### config.mk
export PLATFORM = sky130hd
export DESIGN_NAME = error_check_enable_register
export DESIGN_NICKNAME = d
export VERILOG_FILES = /design/src/core/error_check_enable_pkg.sv /design/src/core/clock_cycle_counter.sv /design/src/core/error_check_enable_register.sv
export VERILOG_INCLUDE_DIRS = /design/src /design/src/core
export SDC_FILE = /design/constraint.sdc
export NUM_CORES = 1
export LEC_CHECK = 0
export ABC_AREA = 1
export BUFFER_PORTS_ARGS = -buffer_cell sky130_fd_sc_hd__buf_2
export CAP_MARGIN = 10
export CORE_AREA = 3 3 120 64
export CTS_CLUSTER_DIAMETER = 200
export DETAILED_ROUTE_END_ITERATION = 16
export DIE_AREA = 0 0 123 67
export PLACE_DENSITY = 0.76
export SYNTH_ARGS = -nofsm -noshare
export SYNTH_HDL_FRONTEND = slang
export SYNTH_SLANG_ARGS = --single-unit
### constraint.sdc
create_clock -name i_mclk -period 1.6 [get_ports i_mclk]
set_input_delay 0.08 -clock i_mclk [delete_from_list [all_inputs] [get_ports i_mclk]]
set_output_delay 0.08 -clock i_mclk [all_outputs]
set_load 0.005 [all_outputs]
### src/core/error_check_enable_regs.svh
// register constants for the error check enable bank
//
// Operation
// 16-bit enable register at 0x07, reset 0x0040
// bit 12 runs master-clock cycle counter
// bit 11 gates positive input range flag
// bit 10 gates negative input range flag
// bit 9 gates reference range flag
// presence enable gates reference missing flag
// conversion enable gates conversion error flag
// bit 6 ignored-write check, resets to one
// flag writes during fuse copy
// flag writes during offset/gain calibration
// clock count check needs chip-select-required too
// count serial clocks per framed transaction
// host frames each transaction with chip select
// count not multiple of eight sets flag
// short write aborted, register unchanged
// bits 15 to 13 read zero
// disabled enable bit never raises flag
`ifndef ERROR_CHECK_ENABLE_REGS_SVH
`define ERROR_CHECK_ENABLE_REGS_SVH

// ===================================
// addresses and reset
`define ERR_EN_ADDR 6'h07
`define ERR_EN_RESET 16'h0040
`define ERR_EN_WMASK 16'h1fff

// ===================================
// field positions
`define BIT_MCLK_CNT 12
`define BIT_POS_IN 11
`define BIT_NEG_IN 10
`define BIT_REF_RANGE 9
`define BIT_REF_DET 8
`define BIT_CONV 7
`define BIT_IGNORE 6
`define BIT_SCLK_CNT 5

// ===================================
// flag vector positions
`define FLG_POS_IN 0
`define FLG_NEG_IN 1
`define FLG_REF_RANGE 2
`define FLG_REF_DET 3
`define FLG_CONV 4
`define FLG_IGNORE 5
`define FLG_SCLK_CNT 6
`define FLG_COUNT 7

// ===================================
// serial word size
`define SCLK_PER_BYTE 3'h0
`define SCLK_MOD_MASK 3'h7

`endif

### src/core/error_check_enable_pkg.sv
// types for the error check enable bank
package error_check_enable_pkg;
    typedef logic [15:0] reg_word_t;
    typedef logic [6:0] flag_vec_t;
    typedef enum logic [1:0] {
        FRAME_IDLE = 2'h0,
        FRAME_BUSY = 2'h1,
        FRAME_DONE = 2'h3
    } frame_state_t;
endpackage : error_check_enable_pkg

### src/core/clock_cycle_counter.sv
// free-running master-clock cycle counter with enable
`timescale 1ns/1ps
module clock_cycle_counter #(
    parameter int WIDTH = 32
) (
    // clock and reset
    input wire logic i_mclk,
    input wire logic i_reset_n,
    // control
    input wire logic i_enable,
    // count
    output logic [WIDTH-1:0] o_count
);
    initial begin
        if (WIDTH < 1) begin
            $error("counter width must be positive");
        end
    end

    logic [WIDTH-1:0] count_q;
    logic [WIDTH-1:0] count_d;

    assign count_d = i_enable ? count_q + WIDTH'(1) : count_q;
    assign o_count = count_q;

    always_ff @(posedge i_mclk) begin
        if (!i_reset_n) begin
            count_q <= '0;
        end else begin
            count_q <= count_d;
        end
    end
endmodule : clock_cycle_counter

### src/core/error_check_enable_register.sv
// error check enable register with its gated flag sources
`timescale 1ns/1ps
`include "error_check_enable_regs.svh"
module error_check_enable_register #(
    parameter int COUNT_WIDTH = 32,
    parameter int ADDR_WIDTH = 6
) (
    // clock and reset
    input wire logic i_mclk,
    input wire logic i_reset_n,
    // register access from the serial interface
    input wire logic i_reg_wr,
    input wire logic i_reg_rd,
    input wire logic [ADDR_WIDTH-1:0] i_reg_addr,
    input wire logic [15:0] i_reg_wdata,
    output error_check_enable_pkg::reg_word_t o_reg_rdata,
    output logic o_reg_hit,
    // serial frame monitor
    input wire logic i_cs_active,
    input wire logic i_sclk_rise,
    input wire logic i_frame_is_write,
    input wire logic i_chip_select_required,
    // device conditions
    input wire logic i_positive_analog_input_fault,
    input wire logic i_negative_analog_input_fault,
    input wire logic i_reference_input_fault,
    input wire logic i_reference_input_missing,
    input wire logic i_conversion_fault,
    input wire logic i_fuse_copy_busy,
    input wire logic i_calibration_busy,
    // enable values and gated flag requests
    output error_check_enable_pkg::reg_word_t o_enable,
    output error_check_enable_pkg::flag_vec_t o_flag_set,
    output logic o_write_abort,
    output logic [COUNT_WIDTH-1:0] o_clock_count
);
    import error_check_enable_pkg::*;

    initial begin
        if (ADDR_WIDTH < 3) begin
            $error("address width too small for the register address");
        end
        if (COUNT_WIDTH < 1) begin
            $error("counter width must be positive");
        end
        if ($bits(flag_vec_t) != `FLG_COUNT) begin
            $error("flag vector does not match the flag positions");
        end
    end

    // ===================================
    // register decode
    reg_word_t enable_q;
    reg_word_t enable_d;
    reg_word_t write_word;
    wire addr_hit;
    wire any_write;
    wire any_read;
    wire write_locked;
    wire reg_write;
    wire reg_read;

    assign addr_hit = (i_reg_addr == ADDR_WIDTH'(`ERR_EN_ADDR));
    assign any_write = i_reg_wr;
    assign any_read = i_reg_rd;
    assign write_locked = i_fuse_copy_busy || i_calibration_busy;
    assign reg_write = any_write && addr_hit && !write_locked;
    assign reg_read = any_read && addr_hit;
    assign write_word = i_reg_wdata & `ERR_EN_WMASK;
    assign enable_d = reg_write ? write_word : enable_q;
    assign o_reg_hit = addr_hit && (any_write || any_read);

    always_ff @(posedge i_mclk) begin
        if (!i_reset_n) begin
            enable_q <= `ERR_EN_RESET;
        end else begin
            enable_q <= enable_d;
        end
    end

    // ===================================
    // read data
    reg_word_t rdata_q;
    reg_word_t read_word;

    assign read_word = enable_q & `ERR_EN_WMASK;

    always_ff @(posedge i_mclk) begin
        if (!i_reset_n) begin
            rdata_q <= '0;
        end else if (reg_read) begin
            rdata_q <= read_word;
        end
    end

    assign o_reg_rdata = rdata_q;
    assign o_enable = enable_q;

    // ===================================
    // enable fields
    wire master_clock_counter_enable;
    wire positive_input_range_check_enable;
    wire negative_input_range_check_enable;
    wire reference_range_check_enable;
    wire reference_presence_check_enable;
    wire conversion_check_enable;
    wire ignored_write_check_enable;
    wire serial_clock_count_check_enable;

    assign master_clock_counter_enable = enable_q[`BIT_MCLK_CNT];
    assign positive_input_range_check_enable = enable_q[`BIT_POS_IN];
    assign negative_input_range_check_enable = enable_q[`BIT_NEG_IN];
    assign reference_range_check_enable = enable_q[`BIT_REF_RANGE];
    assign reference_presence_check_enable = enable_q[`BIT_REF_DET];
    assign conversion_check_enable = enable_q[`BIT_CONV];
    assign ignored_write_check_enable = enable_q[`BIT_IGNORE];
    assign serial_clock_count_check_enable = enable_q[`BIT_SCLK_CNT];

    // ===================================
    // master-clock counter
    clock_cycle_counter #(
        .WIDTH(COUNT_WIDTH)
    ) u_counter (
        .i_mclk(i_mclk),
        .i_reset_n(i_reset_n),
        .i_enable(master_clock_counter_enable),
        .o_count(o_clock_count)
    );

    // ===================================
    // serial frame tracking
    frame_state_t frame_q;
    frame_state_t frame_d;
    logic [2:0] sclk_mod_q;
    logic [2:0] sclk_mod_d;
    logic write_q;
    logic write_d;
    wire frame_idle;
    wire frame_busy;
    wire frame_done;
    wire frame_start;
    wire frame_end;
    wire sclk_step;
    wire [2:0] sclk_first;
    wire [2:0] sclk_next;

    assign frame_idle = (frame_q == FRAME_IDLE);
    assign frame_busy = (frame_q == FRAME_BUSY);
    assign frame_done = (frame_q == FRAME_DONE);
    assign frame_start = (frame_idle || frame_done) && i_cs_active;
    assign frame_end = frame_busy && !i_cs_active;
    assign sclk_step = frame_busy && i_cs_active && i_sclk_rise;
    assign sclk_first = i_sclk_rise ? 3'h1 : `SCLK_PER_BYTE;
    assign sclk_next = sclk_mod_q + 3'h1;

    // a frame may open in the cycle right after the last one closed
    always_comb begin
        frame_d = frame_q;
        sclk_mod_d = sclk_mod_q;
        write_d = write_q;
        case (frame_q)
            FRAME_IDLE: begin
                if (frame_start) begin
                    frame_d = FRAME_BUSY;
                    sclk_mod_d = sclk_first;
                    write_d = i_frame_is_write;
                end
            end
            FRAME_BUSY: begin
                if (frame_end) begin
                    frame_d = FRAME_DONE;
                end else if (sclk_step) begin
                    sclk_mod_d = sclk_next;
                end
                if (i_cs_active && i_frame_is_write) begin
                    write_d = 1'b1;
                end
            end
            FRAME_DONE: begin
                if (frame_start) begin
                    frame_d = FRAME_BUSY;
                    sclk_mod_d = sclk_first;
                    write_d = i_frame_is_write;
                end else begin
                    frame_d = FRAME_IDLE;
                end
            end
            default: begin
                frame_d = FRAME_IDLE;
            end
        endcase
    end

    always_ff @(posedge i_mclk) begin
        if (!i_reset_n) begin
            frame_q <= FRAME_IDLE;
            sclk_mod_q <= 3'h0;
            write_q <= 1'b0;
        end else begin
            frame_q <= frame_d;
            sclk_mod_q <= sclk_mod_d;
            write_q <= write_d;
        end
    end

    // ===================================
    // serial clock count check
    wire count_check_on;
    wire [2:0] count_residue;
    wire count_bad;
    wire count_short;

    assign count_check_on = serial_clock_count_check_enable && i_chip_select_required;
    assign count_residue = sclk_mod_q & `SCLK_MOD_MASK;
    assign count_bad = frame_end && (count_residue != `SCLK_PER_BYTE);
    assign count_short = count_bad && write_q;
    assign o_write_abort = count_check_on && count_short;

    // ===================================
    // gated flag requests
    wire ignored_write;
    wire [`FLG_COUNT-1:0] check_enable;
    wire [`FLG_COUNT-1:0] check_event;
    flag_vec_t flag_d;

    assign ignored_write = any_write && write_locked;

    assign check_enable[`FLG_POS_IN] = positive_input_range_check_enable;
    assign check_enable[`FLG_NEG_IN] = negative_input_range_check_enable;
    assign check_enable[`FLG_REF_RANGE] = reference_range_check_enable;
    assign check_enable[`FLG_REF_DET] = reference_presence_check_enable;
    assign check_enable[`FLG_CONV] = conversion_check_enable;
    assign check_enable[`FLG_IGNORE] = ignored_write_check_enable;
    assign check_enable[`FLG_SCLK_CNT] = count_check_on;

    assign check_event[`FLG_POS_IN] = i_positive_analog_input_fault;
    assign check_event[`FLG_NEG_IN] = i_negative_analog_input_fault;
    assign check_event[`FLG_REF_RANGE] = i_reference_input_fault;
    assign check_event[`FLG_REF_DET] = i_reference_input_missing;
    assign check_event[`FLG_CONV] = i_conversion_fault;
    assign check_event[`FLG_IGNORE] = ignored_write;
    assign check_event[`FLG_SCLK_CNT] = count_bad;

    // a cleared enable bit blocks its flag whatever the condition does
    assign flag_d = check_enable & check_event;

    flag_vec_t flag_q;
    always_ff @(posedge i_mclk) begin
        if (!i_reset_n) begin
            flag_q <= '0;
        end else begin
            flag_q <= flag_d;
        end
    end
    assign o_flag_set = flag_q;
endmodule : error_check_enable_register

=== Word-level counts from Yosys, hierarchy flattened ===
Index checks and enable logic that the tools add are counted.
W data, S select, Z words.

* $add $sub $neg: 2
* Multiplexer cells: 12
* Equality and inequality tests: 9
* Reduce and logical (&&, ||, !) cells: 26
* Bitwise gates (word level): 1

{| class="wikitable"
|+ Operators with widths
! kind !! count
|-
| $add A32 B1 Y32 const B || 1
|-
| $logic_and A1 B1 Y1 || 14
|-
| $ne A2 B1 Y1 const B || 5
|-
| $mux W3 || 3
|-
| $and A7 B7 Y7 || 1
|-
| $eq A6 B3 Y1 const B || 1
|-
| $pmux W2 S3 || 1
|-
| $pmux W3 S2 || 1
|-
| $mux W1 || 4
|-
| $mux W2 || 2
|-
| $reduce_and A4 Y1 || 1
|-
| $add A3 B1 Y3 const B || 1
|-
| $logic_or A1 B1 Y1 || 3
|-
| $reduce_and A3 Y1 || 1
|-
| $reduce_bool A3 Y1 || 1
|-
| $eq A2 B1 Y1 const B || 1
|-
| $eq A2 B2 Y1 const B || 1
|-
| $logic_not A1 Y1 || 2
|-
| $logic_not A2 Y1 || 1
|-
| $ne A2 B2 Y1 const B || 1
|-
| $pmux W1 S2 || 1
|-
| $reduce_and A2 Y1 || 1
|-
| $reduce_bool A2 Y1 || 1
|-
| $reduce_or A2 Y1 || 1
|}

* Output and inout port bits: 73
* Bits of input ports: 37
* Register bits: 71

=== Depth between registers and ports, before layout ===
Gate-level depths: netlist of run 1.

* Depth in word-level cells: 6
* Mapped depth: 10

=== Modules after synthesis ===
From an unflattened synthesis of run 1, not the netlist that was laid out.

* Cell total of the unflattened synthesis: 496
* Area, all modules: 3,489.6 um^2

{| class="wikitable"
|+ Modules (own cells, without submodules)
! module !! cells each !! sequential area each (um^2) !! instances !! area an instance (um^2)
|-
| clock_cycle_counter || 260 || 640.6 || 1 || 1,750.4
|-
| error_check_enable_register || 236 || 780.7 || 1 || 1,739.2
|}

=== Worst setup path after synthesis of run 1 ===
No wires, ideal clock.

* Path type: flip-flop to flip-flop
* Start point: reg u_counter.count_q[0], in the netlist u_counter.o_count[0]
* End point: reg u_counter.count_q[22], in the netlist u_counter.o_count[22]
* Library setup time: 113 ps
* Period minus slack after synthesis: 1,335 ps
* Data arrival time: 1,222 ps
* Setup slack: 265 ps
* Stages on the path, launching flop included: 11
* Path through: dfxtp_1 -> ha_1 -> nand2_2 -> nor2_4 -> nand2_4 -> inv_1 -> nand2_1 -> nor2_2 -> nand2_1 -> nand2_1 -> nor2_1

* Longest elaborated chain between the ends: 1

{| class="wikitable"
|+ RTL lines
! element !! line !! source
|-
| start: declaration || clock_cycle_counter.sv:20 || <nowiki>logic [WIDTH-1:0] count_q;</nowiki>
|-
| start signal: assignment || clock_cycle_counter.sv:30 || <nowiki>count_q <= count_d;</nowiki>
|-
| $add A32 B1 Y32 || clock_cycle_counter.sv:23 || <nowiki>assign count_d = i_enable ? count_q + WIDTH'(1) : count_q;</nowiki>
|}

Every way passes these cells.
A chain may end at the register's enable or synchronous reset.

=== Worst setup path after layout of run 1 ===
* Start point: reg frame_q[1]
* End point: out o_write_abort

* Longest elaborated chain between the ends: 5

{| class="wikitable"
|+ RTL lines
! element !! line !! source
|-
| start: declaration || error_check_enable_register.sv:132 || <nowiki>frame_state_t frame_q;</nowiki>
|-
| start signal: assignment || error_check_enable_register.sv:200 || <nowiki>frame_q <= frame_d;</nowiki>
|-
| $eq A2 B1 Y1 || error_check_enable_register.sv:148 || <nowiki>assign frame_busy = (frame_q == FRAME_BUSY);</nowiki>
|-
| $logic_and A1 B1 Y1 || error_check_enable_register.sv:151 || <nowiki>assign frame_end = frame_busy && !i_cs_active;</nowiki>
|-
| $logic_and A1 B1 Y1 || error_check_enable_register.sv:215 || <nowiki>assign count_bad = frame_end && (count_residue != `SCLK_PER_BYTE);</nowiki>
|-
| $logic_and A1 B1 Y1 || error_check_enable_register.sv:216 || <nowiki>assign count_short = count_bad && write_q;</nowiki>
|-
| $logic_and A1 B1 Y1 || error_check_enable_register.sv:217 || <nowiki>assign o_write_abort = count_check_on && count_short;</nowiki>
|-
| end: declaration || error_check_enable_register.sv:34 || <nowiki>output logic o_write_abort,</nowiki>
|}

Every way passes these cells.

==> summary by stage, run 1 <==
Status
The run finished with clean final reports.

Timing
The tightest hold path in the finished design has a slack of 11.1 ps. The clock arrives with 5.02 ps of skew. Dividing the final minimum period by the clock period gives 93.0%. The time the final worst path needs with I/O delays and setup is 1490 ps. Static timing analysis puts the maximum clock frequency at 672 MHz.

The final hold violation count is 0. The sum of negative setup slack is 0 ps. At the pin with the least slew margin, the transition time is 576 ps. The worst pin sits at a relative slew slack of 61.4%. Setup repair after global routing left no endpoint under its margin. The final count of pins violating max slew is 0. Setup violations remaining at the end of the flow were counted as 0.

Yosys
The post-synthesis average cell area is 6.88 um^2. The count of synthesis-stage warnings from yosys is 0. The dominant register cell in the synthesized netlist is sky130_fd_sc_hd__dfxtp_1.

By count the netlist is led by sky130_fd_sc_hd__nand2_1, sky130_fd_sc_hd__nor2_1, sky130_fd_sc_hd__dfxtp_1. After synthesis, the netlist uses 34 different library cells. Synthesis produced 493 cells. In the post-synthesis netlist, the cell with the most instances is sky130_fd_sc_hd__nand2_1.

Ranked by total cell area, the synthesized netlist is headed by sky130_fd_sc_hd__dfxtp_1, sky130_fd_sc_hd__nand2_1, sky130_fd_sc_hd__nor2_1. Synthesis inferred 71 register bits. The cell type with the highest aggregate area in the netlist is sky130_fd_sc_hd__dfxtp_1.

In this run the biggest area consumer among cell types represents 41.9% of the synthesized area. The cell area that synthesis handed to floorplanning was 3390 um^2. For this run, asynchronously set or reset flops after synthesis account for 0%.

Summing the sequential cell areas from Yosys gives 41.9% of the chip area. The synthesized design contains 0 enable-type register cells.

Global route
The via count of the first global-routing pass is 3,350. Entering global routing, the biggest net connects 30 pins. The first global-routing pass estimated 14,800 um of wire. The number of antenna violations at the first check in global routing came to 0. The aggregate global routing overflow is 0.

The combined global-route utilization of all metal layers is 22.7%.

Routing
For this block, the routed nets add up to 8610 um of wire. After detailed routing, the number of vias per cell comes to 4.80. The first TritonRoute pass finished after 5 iterations. The detailed router finished its first iteration with 164 violations.

For this run, design rule violations remaining after detail routing come to 0. The detailed-route wire length per cell is 12.0 um. The total via count after detailed routing is 3,457. The residual antenna-violating net count after detailed routing is 0.

Cells and area
The utilization of the core after routing is 68.7%. 0 antenna diodes ended up in the layout. From synthesis to final layout, the design area changed by 34.6%. Of the cells placed in the final design, the portion with a size suffix greater than 1 is 24.2%. The final net count is 668. Once layout is done, the placed cells without fillers occupy 4570 um^2.

Die
The area of the die is 8240 um^2. The cell row count is 21. For this configuration, the core starts out at a cell density of 51.0%. The core outline area is 6650 um^2. The top-level I/O count is 110.

The floorplan die height is 67 um. The horizontal extent of the die is 123 um.

Pwr
For this design the total switching power over the nets is 0.00113 W. The clock share of power is 46.6%. The design draws 0.00460 W.

The share of total power dissipated in sequential elements is 41.0%. Net switching is 24.6% of the power. For this design the ratio of total power to cell area is 1010 nW/um^2. The share of power burned in combinational logic is 12.3%. The worst IR drop on VDD is 739 uV.

The internal portion of the total power is 0.00347 W. For this design the static power due to leakage is 2.26 nW.

Critical path
The worst-path maximum fanout is 4. For the worst setup path, the data arrival time is 1410 ps. STA classifies the critical path startpoint as a flip-flop. Data on the critical path is required at its endpoint by 1520 ps.

The worst setup path is captured at an output pin. The kind of critical path is reg2out.

Place
The final weighted congestion of routability-driven global placement is 0.856. The cell area after placement is 4020 um^2. After legalization and detailed placement, the total HPWL measured 6060 um. The number of buffers added on ports is 100.

Clock network
The number of sinks driven by the clock tree is 71. The root buffer cell chosen for the clock tree is sky130_fd_sc_hd__clkbuf_16. TritonCTS built the clock tree. The maximum count of clock buffers along a single path is 2.

The total clock buffers created by CTS is 9. At the later pin of the worst-skew pair, clock insertion delay measures 330 ps. Clock-pin slew was measured on the worst setup and hold paths at 60 ps. The H-tree was split into 3 levels.

Flow run
The number of max-cap violations is 0.

Worst hold path
The worst min-delay path category is in2reg.
-- worst paths after layout --
| path | end | slack [ps] | depth (start not counted) | from |
|---|---|---|---|---|
| max | o_write_abort | 110 | 5 | frame_q[1]$_SDFFE_PN0P_ |
| min | o_flag_set[5]$_SDFF_PN0_ | 10 | 3 | i_reg_wr |
| min reg2reg | o_reg_rdata[11]$_SDFFE_PN0P_ | 440 | 2 | o_reg_rdata[11]$_SDFFE_PN0P_ |
| max reg2reg | count_residue[2]$_SDFFE_PN0P_ | 140 | 7 | frame_q[0]$_SDFFE_PN0P_ |
-- sequential cells by signal (all words and copies together), names as in the netlist --
register           flops
u_counter.o_count     32
o_enable              13
o_reg_rdata           13
o_flag_set             7
count_residue          3
frame_q                2
write_q                1
-- area by class of cell --
class,count,area [um^2]
multi-input cells,340,1660
fillers,571,2080
clock inverters,6,83.8
flip-flops and latches,71,1420
inverters,69,259
well taps,92,115
repair buffers,132,788
clock buffers,10,239
-- cells by family after synthesis --
logic type | Yosys count | share of synthesized area [%]
AND/OR/NAND/NOR | 251 | 32.2
buffers and inverters | 87 | 10.4
AO/OA/AOI/OAI | 71 | 11.4
flip-flops | 71 | 41.9
adder cells (fa/ha/maj) | 8 | 2.95
XOR/XNOR | 4 | 1.03
other | 1 | 0.111
-- power by group through the flow --
stage	registers [W]	clock network, W	logic (W)
after floorplan	0.00191	0	0.000372
after global placement	0.00192	0	0.000474
after detailed placement	0.00193	0	0.000509
after CTS	0.00189	0.00218	0.000553
after global routing	0.00189	0.00225	0.000652
final	0.00189	0.00215	0.000567
-- repair_timing --
action / in CTS / in global routing
setup buffers: 0 / 1
hold buffers: 19 / 0
setup endpoints to repair: 0 / 11
endpoints found under the hold margin: 18 / 0
gates resized for setup: 0 / 9
-- stage by stage --
step	worst slack (ps)	std cells
6_report	111	720
2_1_floorplan	265	498
5_1_grt	10.5	720
3_3_place_gp	165	684
4_1_cts	55.8	719
3_5_place_dp	78.4	684
-- cell usage in the layout (no fill, tap or decap), drive strengths merged --
master | synthesis | final
a211oi | 2 | 2
a21o | 1 | 1
a21oi | 36 | 36
buf | 8 | 113
bufinv | 0 | 2
clkbuf | 10 | 10
clkinv | 1 | 5
conb | 1 | 6
dfxtp | 71 | 71
dlygate4sd3 | 0 | 19
ha | 8 | 8
inv | 68 | 68
nand2 | 108 | 108
nand3 | 24 | 24
nand3b | 1 | 1
nand4 | 12 | 12
nor2 | 100 | 100
nor3 | 4 | 4
nor3b | 2 | 2
o2111ai | 1 | 1
o211a | 1 | 1
o211ai | 1 | 1
o21a | 4 | 4
o21ai | 24 | 24
o31ai | 1 | 1
xnor2 | 1 | 1
xor2 | 3 | 3
-- routing by layer --
layer  global-route usage, %  wire length (um)
met1                    26.2              3740
met2                    39.7              4170
met3                    7.97               605
met4                    7.17                95
met5                       0                 0
-- critical path: stages (launching register included) --
cell and delay (ps):
sky130_fd_sc_hd__dfxtp_1 340, sky130_fd_sc_hd__inv_1 140, sky130_fd_sc_hd__ha_2 230, sky130_fd_sc_hd__o2111ai_1 150, sky130_fd_sc_hd__nor2_1 100, sky130_fd_sc_hd__buf_2 120
No activity file was read; power rests on OpenSTA's default activity.
==> run 2: changes to the inputs <==
--- a/constraint.sdc
+++ b/constraint.sdc
@@ -3,2 +3,2 @@
 set_output_delay 0.08 -clock i_mclk [all_outputs]
-set_load 0.005 [all_outputs]
+set_load 0.01 [all_outputs]
==> run 2 against run 1 <==
Core utilization stayed put; wire length shrank 0.12%; final cell count unchanged; largest power group unchanged.
==> summary by stage, run 2 (same netlist as run 1, synthesis figures left out) <==
Status
Run status: completed (unchanged).

Pwr
The leakage dissipation came to 2.26 nW (about the same). The worst IR drop on VDD is 742 uV (was 739 uV). The power density relative to cell area is 1010 nW/um^2 (about the same).

Clock network
The maximum level of the CTS H-tree is 3 (unchanged). The CTS tree is yes (unchanged). The clock insertion delay at the later pin of the skew report is 330 ps (about the same).

The maximum count of clock buffers along a single path is 2 (unchanged). The CTS clock-pin slew for the worst setup and hold paths is 60 ps (about the same). The total clock buffers created by CTS is 9 (unchanged). The root buffer cell is sky130_fd_sc_hd__clkbuf_16 (unchanged). The number of sinks driven by the clock tree is 71 (unchanged).

Timing
The transition time at the pin with the least slew margin was 584 ps (was 576 ps). The sum of negative setup slack is 0 ps (unchanged). The maximum frequency from static timing analysis was 681 MHz (was 672 MHz). The number of failing setup endpoints in the final timing report is 0 (unchanged). The final count of pins violating max slew was 0 (unchanged).

The final cycle utilization of the critical path came to 91.7% (was 93.0%). The final hold violation count was 0 (unchanged). The worst hold-check slack is 11.1 ps (about the same). The worst slew margin relative to its limit is 60.8% (was 61.4%). The time the final worst path needs with I/O delays and setup was 1470 ps (was 1490 ps).

Unrepaired setup endpoints after global routing: no (unchanged). The worst-case clock skew came to 5.59 ps (was 5.02 ps).

Die
The core outline area is 6650 um^2 (unchanged). The area of the die came to 8240 um^2 (unchanged). The cell row count is 21 (unchanged).

The top-level I/O count is 110 (unchanged). The horizontal extent of the die is 123 um (unchanged). The initial core utilization came to 51.0% (unchanged). The floorplan die height is 67 um (unchanged).

Worst hold path
The sink of the worst hold path is o_flag_set[5]$_SDFF_PN0_ (unchanged). The startpoint of the worst hold path is i_reg_wr (unchanged). The worst min-delay path category is in2reg (unchanged). The hold-critical path depth was 3 (unchanged).

Cells and area
The flip-flop count of the largest register, all copies and words added came to 32 (unchanged). The area of the multi-input gates is 1660 um^2 (unchanged). The sequential standard cell area is 1420 um^2 (unchanged). The utilization of the core after routing is 68.7% (unchanged). The final net count is 668 (unchanged). The area growth from synthesis to layout is 34.6% (unchanged). The number of standard cells in the final layout excluding fillers is 720 (unchanged). Leading cell types in the layout, fill and taps excluded: sky130_fd_sc_hd__nand2_1, sky130_fd_sc_hd__buf_2, sky130_fd_sc_hd__nor2_1 (unchanged). The number of antenna cells inserted is 0 (unchanged).

The leading cell type in the layout, fill and taps excluded was sky130_fd_sc_hd__nand2_1 (unchanged). The share of final-layout standard cells stronger than drive strength 1 came to 24.4% (was 24.2%). The number of inserted filler cells in the final layout is 571 (unchanged).

Global route
The pin count of the biggest net entering global routing is 30 (unchanged). The number of antenna violations at the first check in global routing is 0 (unchanged). The via count of the first global-routing pass is 3,350 (unchanged). The aggregate global routing overflow is 0 (unchanged). The combined global-route utilization of all metal layers is 22.7% (unchanged). The global-route wire length before repair came to 14,800 um (unchanged).

Critical path
The worst-path maximum fanout is 5 (was 4). The depth of the worst register-to-register path is 8 (was 7). The worst-case register-to-register setup slack was 130 ps (was 140 ps). Among the stages of the critical path, the cell type that occurs most often is sky130_fd_sc_hd__nand2_1. The kind of critical path was reg2reg (was reg2out).

The launch point of the worst reg-to-reg path was u_counter.o_count[0]$_SDFFE_PN0P_ (was frame_q[0]$_SDFFE_PN0P_). The cell with the largest stage delay on the worst path is sky130_fd_sc_hd__dfxtp_2 (was sky130_fd_sc_hd__dfxtp_1). The required time of the critical path came to 1830 ps (was 1520 ps). The category of the worst setup path launch point was a flip-flop (unchanged).

The critical path arrival was 1700 ps (was 1410 ps). The capture point of the worst reg-to-reg path is u_counter.o_count[18]$_SDFFE_PN0P_ (was count_residue[2]$_SDFFE_PN0P_). The delay of the slowest cell on the worst path is 350 ps (was 340 ps). Ordered list of cells on the worst path: ha_1, nand2_2, nor2_4, nand3b_1, nor2_2, nand2_1, nand2_1, nor2_1 (was inv_1, ha_2, o2111ai_1, nor2_1, buf_2). The endpoint class of the critical path is a flip-flop (was output pin).

Routing
The number of remaining DRC errors came to 0 (unchanged). The residual antenna-violating net count after detailed routing is 0 (unchanged). The total via count after detailed routing came to 3,462 (was 3,457). The detailed-route wire length per cell is 12.0 um (about the same).

The iteration count of the initial detailed-routing pass is 5 (unchanged). The vias per cell is 4.81 (was 4.80). The starting DRC count in detailed routing is 163 (was 164). The total length of routed wires is 8600 um (was 8610 um).

Place
The HPWL after detailed placement is 6060 um (unchanged). The final weighted congestion of routability-driven global placement is 0.856 (unchanged). The number of buffers added on ports was 100 (unchanged). The number of placed cells counting well taps came to 684 (unchanged).

Flow run
The number of max-cap violations is 0 (unchanged).
==> run 2: final cells by class <==
cell class | instances | share of cell area, %
multi-input cells | 340 | 36.3
flip-flops and latches | 71 | 31.2
repair buffers | 132 | 17.3
inverters | 69 | 5.67
clock buffers | 10 | 5.23
well taps | 92 | 2.52
clock inverters | 6 | 1.84
==> run 2: repair_timing <==
action	4_1_cts	5_1_grt
resized for setup	0	10
endpoints found under the setup margin	0	11
setup buffers	0	1
endpoints found under the hold margin	18	0
hold buffers	19	0
==> run 2: metal layers <==
layer | track usage (%) | part of all wire [%] | routed length (um) | vias up
met4 | 7.17 | 1.1 | 95 | 0
met1 | 26.2 | 44 | 3750 | 1546
met5 | 0 | 0 | 0 | -
li1 | - | - | - | 1808
met2 | 39.7 | 48 | 4170 | 96
met3 | 7.97 | 6.8 | 587 | 12
==> run 2: how the worst max path moves through the flow <==
stage                                             startpoint                                 end  depth (start not counted)
after floorplan            u_counter.o_count[0]$_SDFFE_PN0P_  u_counter.o_count[22]$_SDFFE_PN0P_                         10
after global placement    u_counter.o_count[12]$_SDFFE_PN0P_  u_counter.o_count[23]$_SDFFE_PN0P_                          7
after detailed placement  u_counter.o_count[12]$_SDFFE_PN0P_  u_counter.o_count[23]$_SDFFE_PN0P_                          7
after global routing       u_counter.o_count[0]$_SDFFE_PN0P_  u_counter.o_count[22]$_SDFFE_PN0P_                         10
after CTS                 u_counter.o_count[12]$_SDFFE_PN0P_  u_counter.o_count[23]$_SDFFE_PN0P_                          7
final                      u_counter.o_count[0]$_SDFFE_PN0P_  u_counter.o_count[18]$_SDFFE_PN0P_                          8
==> run 2: metrics by stage <==
stage | worst slack (ps) | instance area [um^2] | power [W]
floorplan | 219 | 3410 | 0.00229
global placement | 165 | 4020 | 0.00240
detailed placement | 78.4 | 4020 | 0.00244
CTS | 55.8 | 4540 | 0.00463
global route | 24.1 | 4570 | 0.00481
finish | 132 | 4570 | 0.00461
==> run 2: power breakdown <==
group / total, W / internal, W / switching (W)
Sequential: 0.00189 / 0.00183 / 0.0000552
Combinational: 0.000573 / 0.000235 / 0.000338
Clock: 0.00215 / 0.00140 / 0.000746
==> run 2: critical path: cells and delay by family (launching register included) <==
kind	cells	cell delay, ps
simple gates	7	850
fa+ha+maj	1	170
flops	1	350
==> run 3: changes to the inputs <==
PLACE_DENSITY = not set   (was 0.76)
PLACE_DENSITY_LB_ADDON = 0.1   (was not set)
REMOVE_ABC_BUFFERS = 1   (was not set)
==> run 3 against run 2 <==
Total power down 8.7%; fmax down 2.2%; worst setup slack worse by 34 ps; clock skew about the same; flip-flop and latch count unchanged; critical path type is now reg2out; largest cell class unchanged.
==> summary by stage, run 3 (same netlist as run 1, synthesis figures left out) <==
Critical path
The endpoint class of the critical path is an output pin (was flip-flop). The required time of the critical path came to 1520 ps (was 1830 ps). The kind of critical path is reg2out (was reg2reg). The category of the worst setup path launch point is a flip-flop (unchanged). The critical path arrival was 1420 ps (was 1700 ps).

The worst-path maximum fanout is 4 (was 5).

Routing
The starting DRC count in detailed routing is 166 (was 163). The total length of routed wires is 8480 um (was 8600 um). The detailed-route wire length per cell was 11.8 um (was 12.0 um). The number of remaining DRC errors is 0 (unchanged).

The iteration count of the initial detailed-routing pass is 4 (was 5). The residual antenna-violating net count after detailed routing is 0 (unchanged). The total via count after detailed routing is 3,379 (was 3,462). The vias per cell is 4.69 (was 4.81).

Cells and area
The utilization of the core after routing is 67.7% (was 68.7%). The sequential standard cell area is 1430 um^2 (was 1420 um^2). The flip-flop count of the largest register, all copies and words added came to 32 (unchanged). The number of inserted filler cells in the final layout came to 614 (was 571).

The area growth from synthesis to layout was 32.8% (was 34.6%). The number of antenna cells inserted is 0 (unchanged). Leading cell types in the layout, fill and taps excluded: sky130_fd_sc_hd__nand2_1, sky130_fd_sc_hd__buf_2, sky130_fd_sc_hd__nor2_1 (unchanged).

The leading cell type in the layout, fill and taps excluded is sky130_fd_sc_hd__nand2_1 (unchanged). The final net count is 669 (was 668). The share of final-layout standard cells stronger than drive strength 1 came to 23.7% (was 24.4%). The area of the multi-input gates is 1650 um^2 (was 1660 um^2).

Pwr
The share of power burned in combinational logic is 12.7% (was 12.4%). The internal power summed over all cells is 0.00311 W (was 0.00347 W). The worst IR drop on VDD is 894 uV (was 742 uV). The net switching power is 0.00110 W (was 0.00114 W). The leakage dissipation was 2.23 nW (was 2.26 nW). The clock share of power is 42.2% (was 46.6%). The switching part of the total power was 26.1% (was 24.7%). The post-layout total power is 0.00421 W (was 0.00461 W). The register share of total power is 45.1% (was 41.0%).

The power density relative to cell area is 934 nW/um^2 (was 1010 nW/um^2).

Timing
The final count of pins violating max slew is 0 (unchanged). The worst hold-check slack was 13.5 ps (was 11.1 ps). The maximum frequency from static timing analysis is 666 MHz (was 681 MHz). The number of failing setup endpoints in the final timing report is 0 (unchanged). The time the final worst path needs with I/O delays and setup came to 1500 ps (was 1470 ps). The transition time at the pin with the least slew margin came to 529 ps (was 584 ps). The final cycle utilization of the critical path is 93.8% (was 91.7%). The final hold violation count came to 0 (unchanged). The worst-case clock skew is 5.44 ps (was 5.59 ps). The worst slew margin relative to its limit is 64.7% (was 60.8%).

Global route
The combined global-route utilization of all metal layers is 22.0% (was 22.7%). The aggregate global routing overflow is 0 (unchanged). The global-route wire length before repair is 14,100 um (was 14,800 um). The via count of the first global-routing pass is 3,111 (was 3,350). The number of antenna violations at the first check in global routing is 0 (unchanged).

The pin count of the biggest net entering global routing is 54 (was 30).

Clock network
The maximum count of clock buffers along a single path is 2 (unchanged). The root buffer cell is sky130_fd_sc_hd__clkbuf_16 (unchanged). The maximum level of the CTS H-tree came to 3 (unchanged). The clock insertion delay at the later pin of the skew report was 340 ps (was 330 ps). The CTS clock-pin slew for the worst setup and hold paths is 60 ps (about the same).

The total clock buffers created by CTS came to 9 (unchanged). The number of sinks driven by the clock tree is 71 (unchanged). The post-CTS setup repair buffer count is 0 (unchanged).

The CTS tree was yes (unchanged).

Die
The core outline area came to 6650 um^2 (unchanged). The top-level I/O count came to 110 (unchanged). The initial core utilization is 51.0% (unchanged). The area of the die came to 8240 um^2 (unchanged).

The floorplan die height is 67 um (unchanged). The horizontal extent of the die is 123 um (unchanged). The cell row count is 21 (unchanged).

Place
The HPWL after detailed placement is 6000 um (was 6060 um). The number of buffers added on ports is 100 (unchanged). The final weighted congestion of routability-driven global placement is 0.863 (was 0.856).

Worst hold path
The worst min-delay path category was in2reg (unchanged).

Flow run
The number of max-cap violations is 0 (unchanged).

Status
Run status: completed (unchanged).
==> run 3: cell types whose count changed in the layout (fill, tap and decap cells not counted) <==
cell and delta:
sky130_fd_sc_hd__clkbuf_1 +3, sky130_fd_sc_hd__bufinv_16 -2, sky130_fd_sc_hd__nor2_1 +2, sky130_fd_sc_hd__nor2_2 -2, sky130_fd_sc_hd__buf_4 +1, sky130_fd_sc_hd__clkbuf_8 -1, sky130_fd_sc_hd__clkinv_4 -1, sky130_fd_sc_hd__clkinvlp_4 +1
sky130_fd_sc_hd__dfxtp_1 -1, sky130_fd_sc_hd__dfxtp_2 +1, sky130_fd_sc_hd__nand2_1 +1, sky130_fd_sc_hd__nand2_2 -1
==> run 3: critical path: stages (launching register included) <==
cell	delay [ps]
sky130_fd_sc_hd__dfxtp_1	340
sky130_fd_sc_hd__inv_2	90
sky130_fd_sc_hd__ha_2	210
sky130_fd_sc_hd__o2111ai_1	170
sky130_fd_sc_hd__nor2_1	130
sky130_fd_sc_hd__buf_2	140
==> run 3: repair_timing <==
item | CTS | global route
gates resized for setup | 0 | 8
hold buffers | 19 | 0
hold endpoints to repair | 18 | 0
setup endpoints to repair | 0 | 8
==> run 3: worst paths after layout <==
| check | startpoint | to | slack, ps | cells after the start |
|---|---|---|---|---|
| min reg2reg | o_reg_rdata[1]$_SDFFE_PN0P_ | o_reg_rdata[1]$_SDFFE_PN0P_ | 440 | 2 |
| max | frame_q[1]$_SDFFE_PN0P_ | o_write_abort | 100 | 5 |
| min | i_reg_wdata[6] | o_enable[6]$_SDFFE_PN1P_ | 10 | 3 |
| max reg2reg | u_counter.o_count[1]$_SDFFE_PN0P_ | u_counter.o_count[18]$_SDFFE_PN0P_ | 150 | 8 |
==> run 3: per-layer routing <==
metal | routed length [um] | up-vias | track usage, % | part of all wire, %
met5 | 0 | - | 0 | 0
met4 | 58 | 0 | 4.55 | 0.68
met3 | 581 | 7 | 9.33 | 6.8
met2 | 4000 | 87 | 39.1 | 47
met1 | 3850 | 1484 | 24.7 | 45
li1 | - | 1801 | - | -
==> run 3: per-stage QoR <==
| stage | worst slack [ps] | setup TNS, ps | cells | area, um^2 |
|---|---|---|---|---|
| 6_report | 98.9 | 0 | 721 | 4500 |
| 5_1_grt | -2.75 | -2.75 | 721 | 4500 |
| 4_1_cts | 30.0 | 0 | 721 | 4490 |
| 3_5_place_dp | 102 | 0 | 686 | 4040 |
| 3_3_place_gp | 169 | 0 | 686 | 4040 |
| 2_1_floorplan | 218 | 0 | 480 | 3320 |
==> run 3: area by class of cell <==
cell class,instances,share of cell area [%]
well taps,92,2.56
repair buffers,133,17.7
clock buffers,12,5.25
flip-flops and latches,71,31.6
inverters,69,5.75
multi-input cells,340,36.6
clock inverters,4,0.500
==> run 3: power by group through the flow <==
stage	Sequential (W)	Combinational, W	Clock, W
floorplan	0.00191	0.000349	0
global placement	0.00192	0.000486	0
detailed placement	0.00192	0.000490	0
CTS	0.00189	0.000527	0.00182
global route	0.00191	0.000619	0.00188
finish	0.00190	0.000536	0.00177
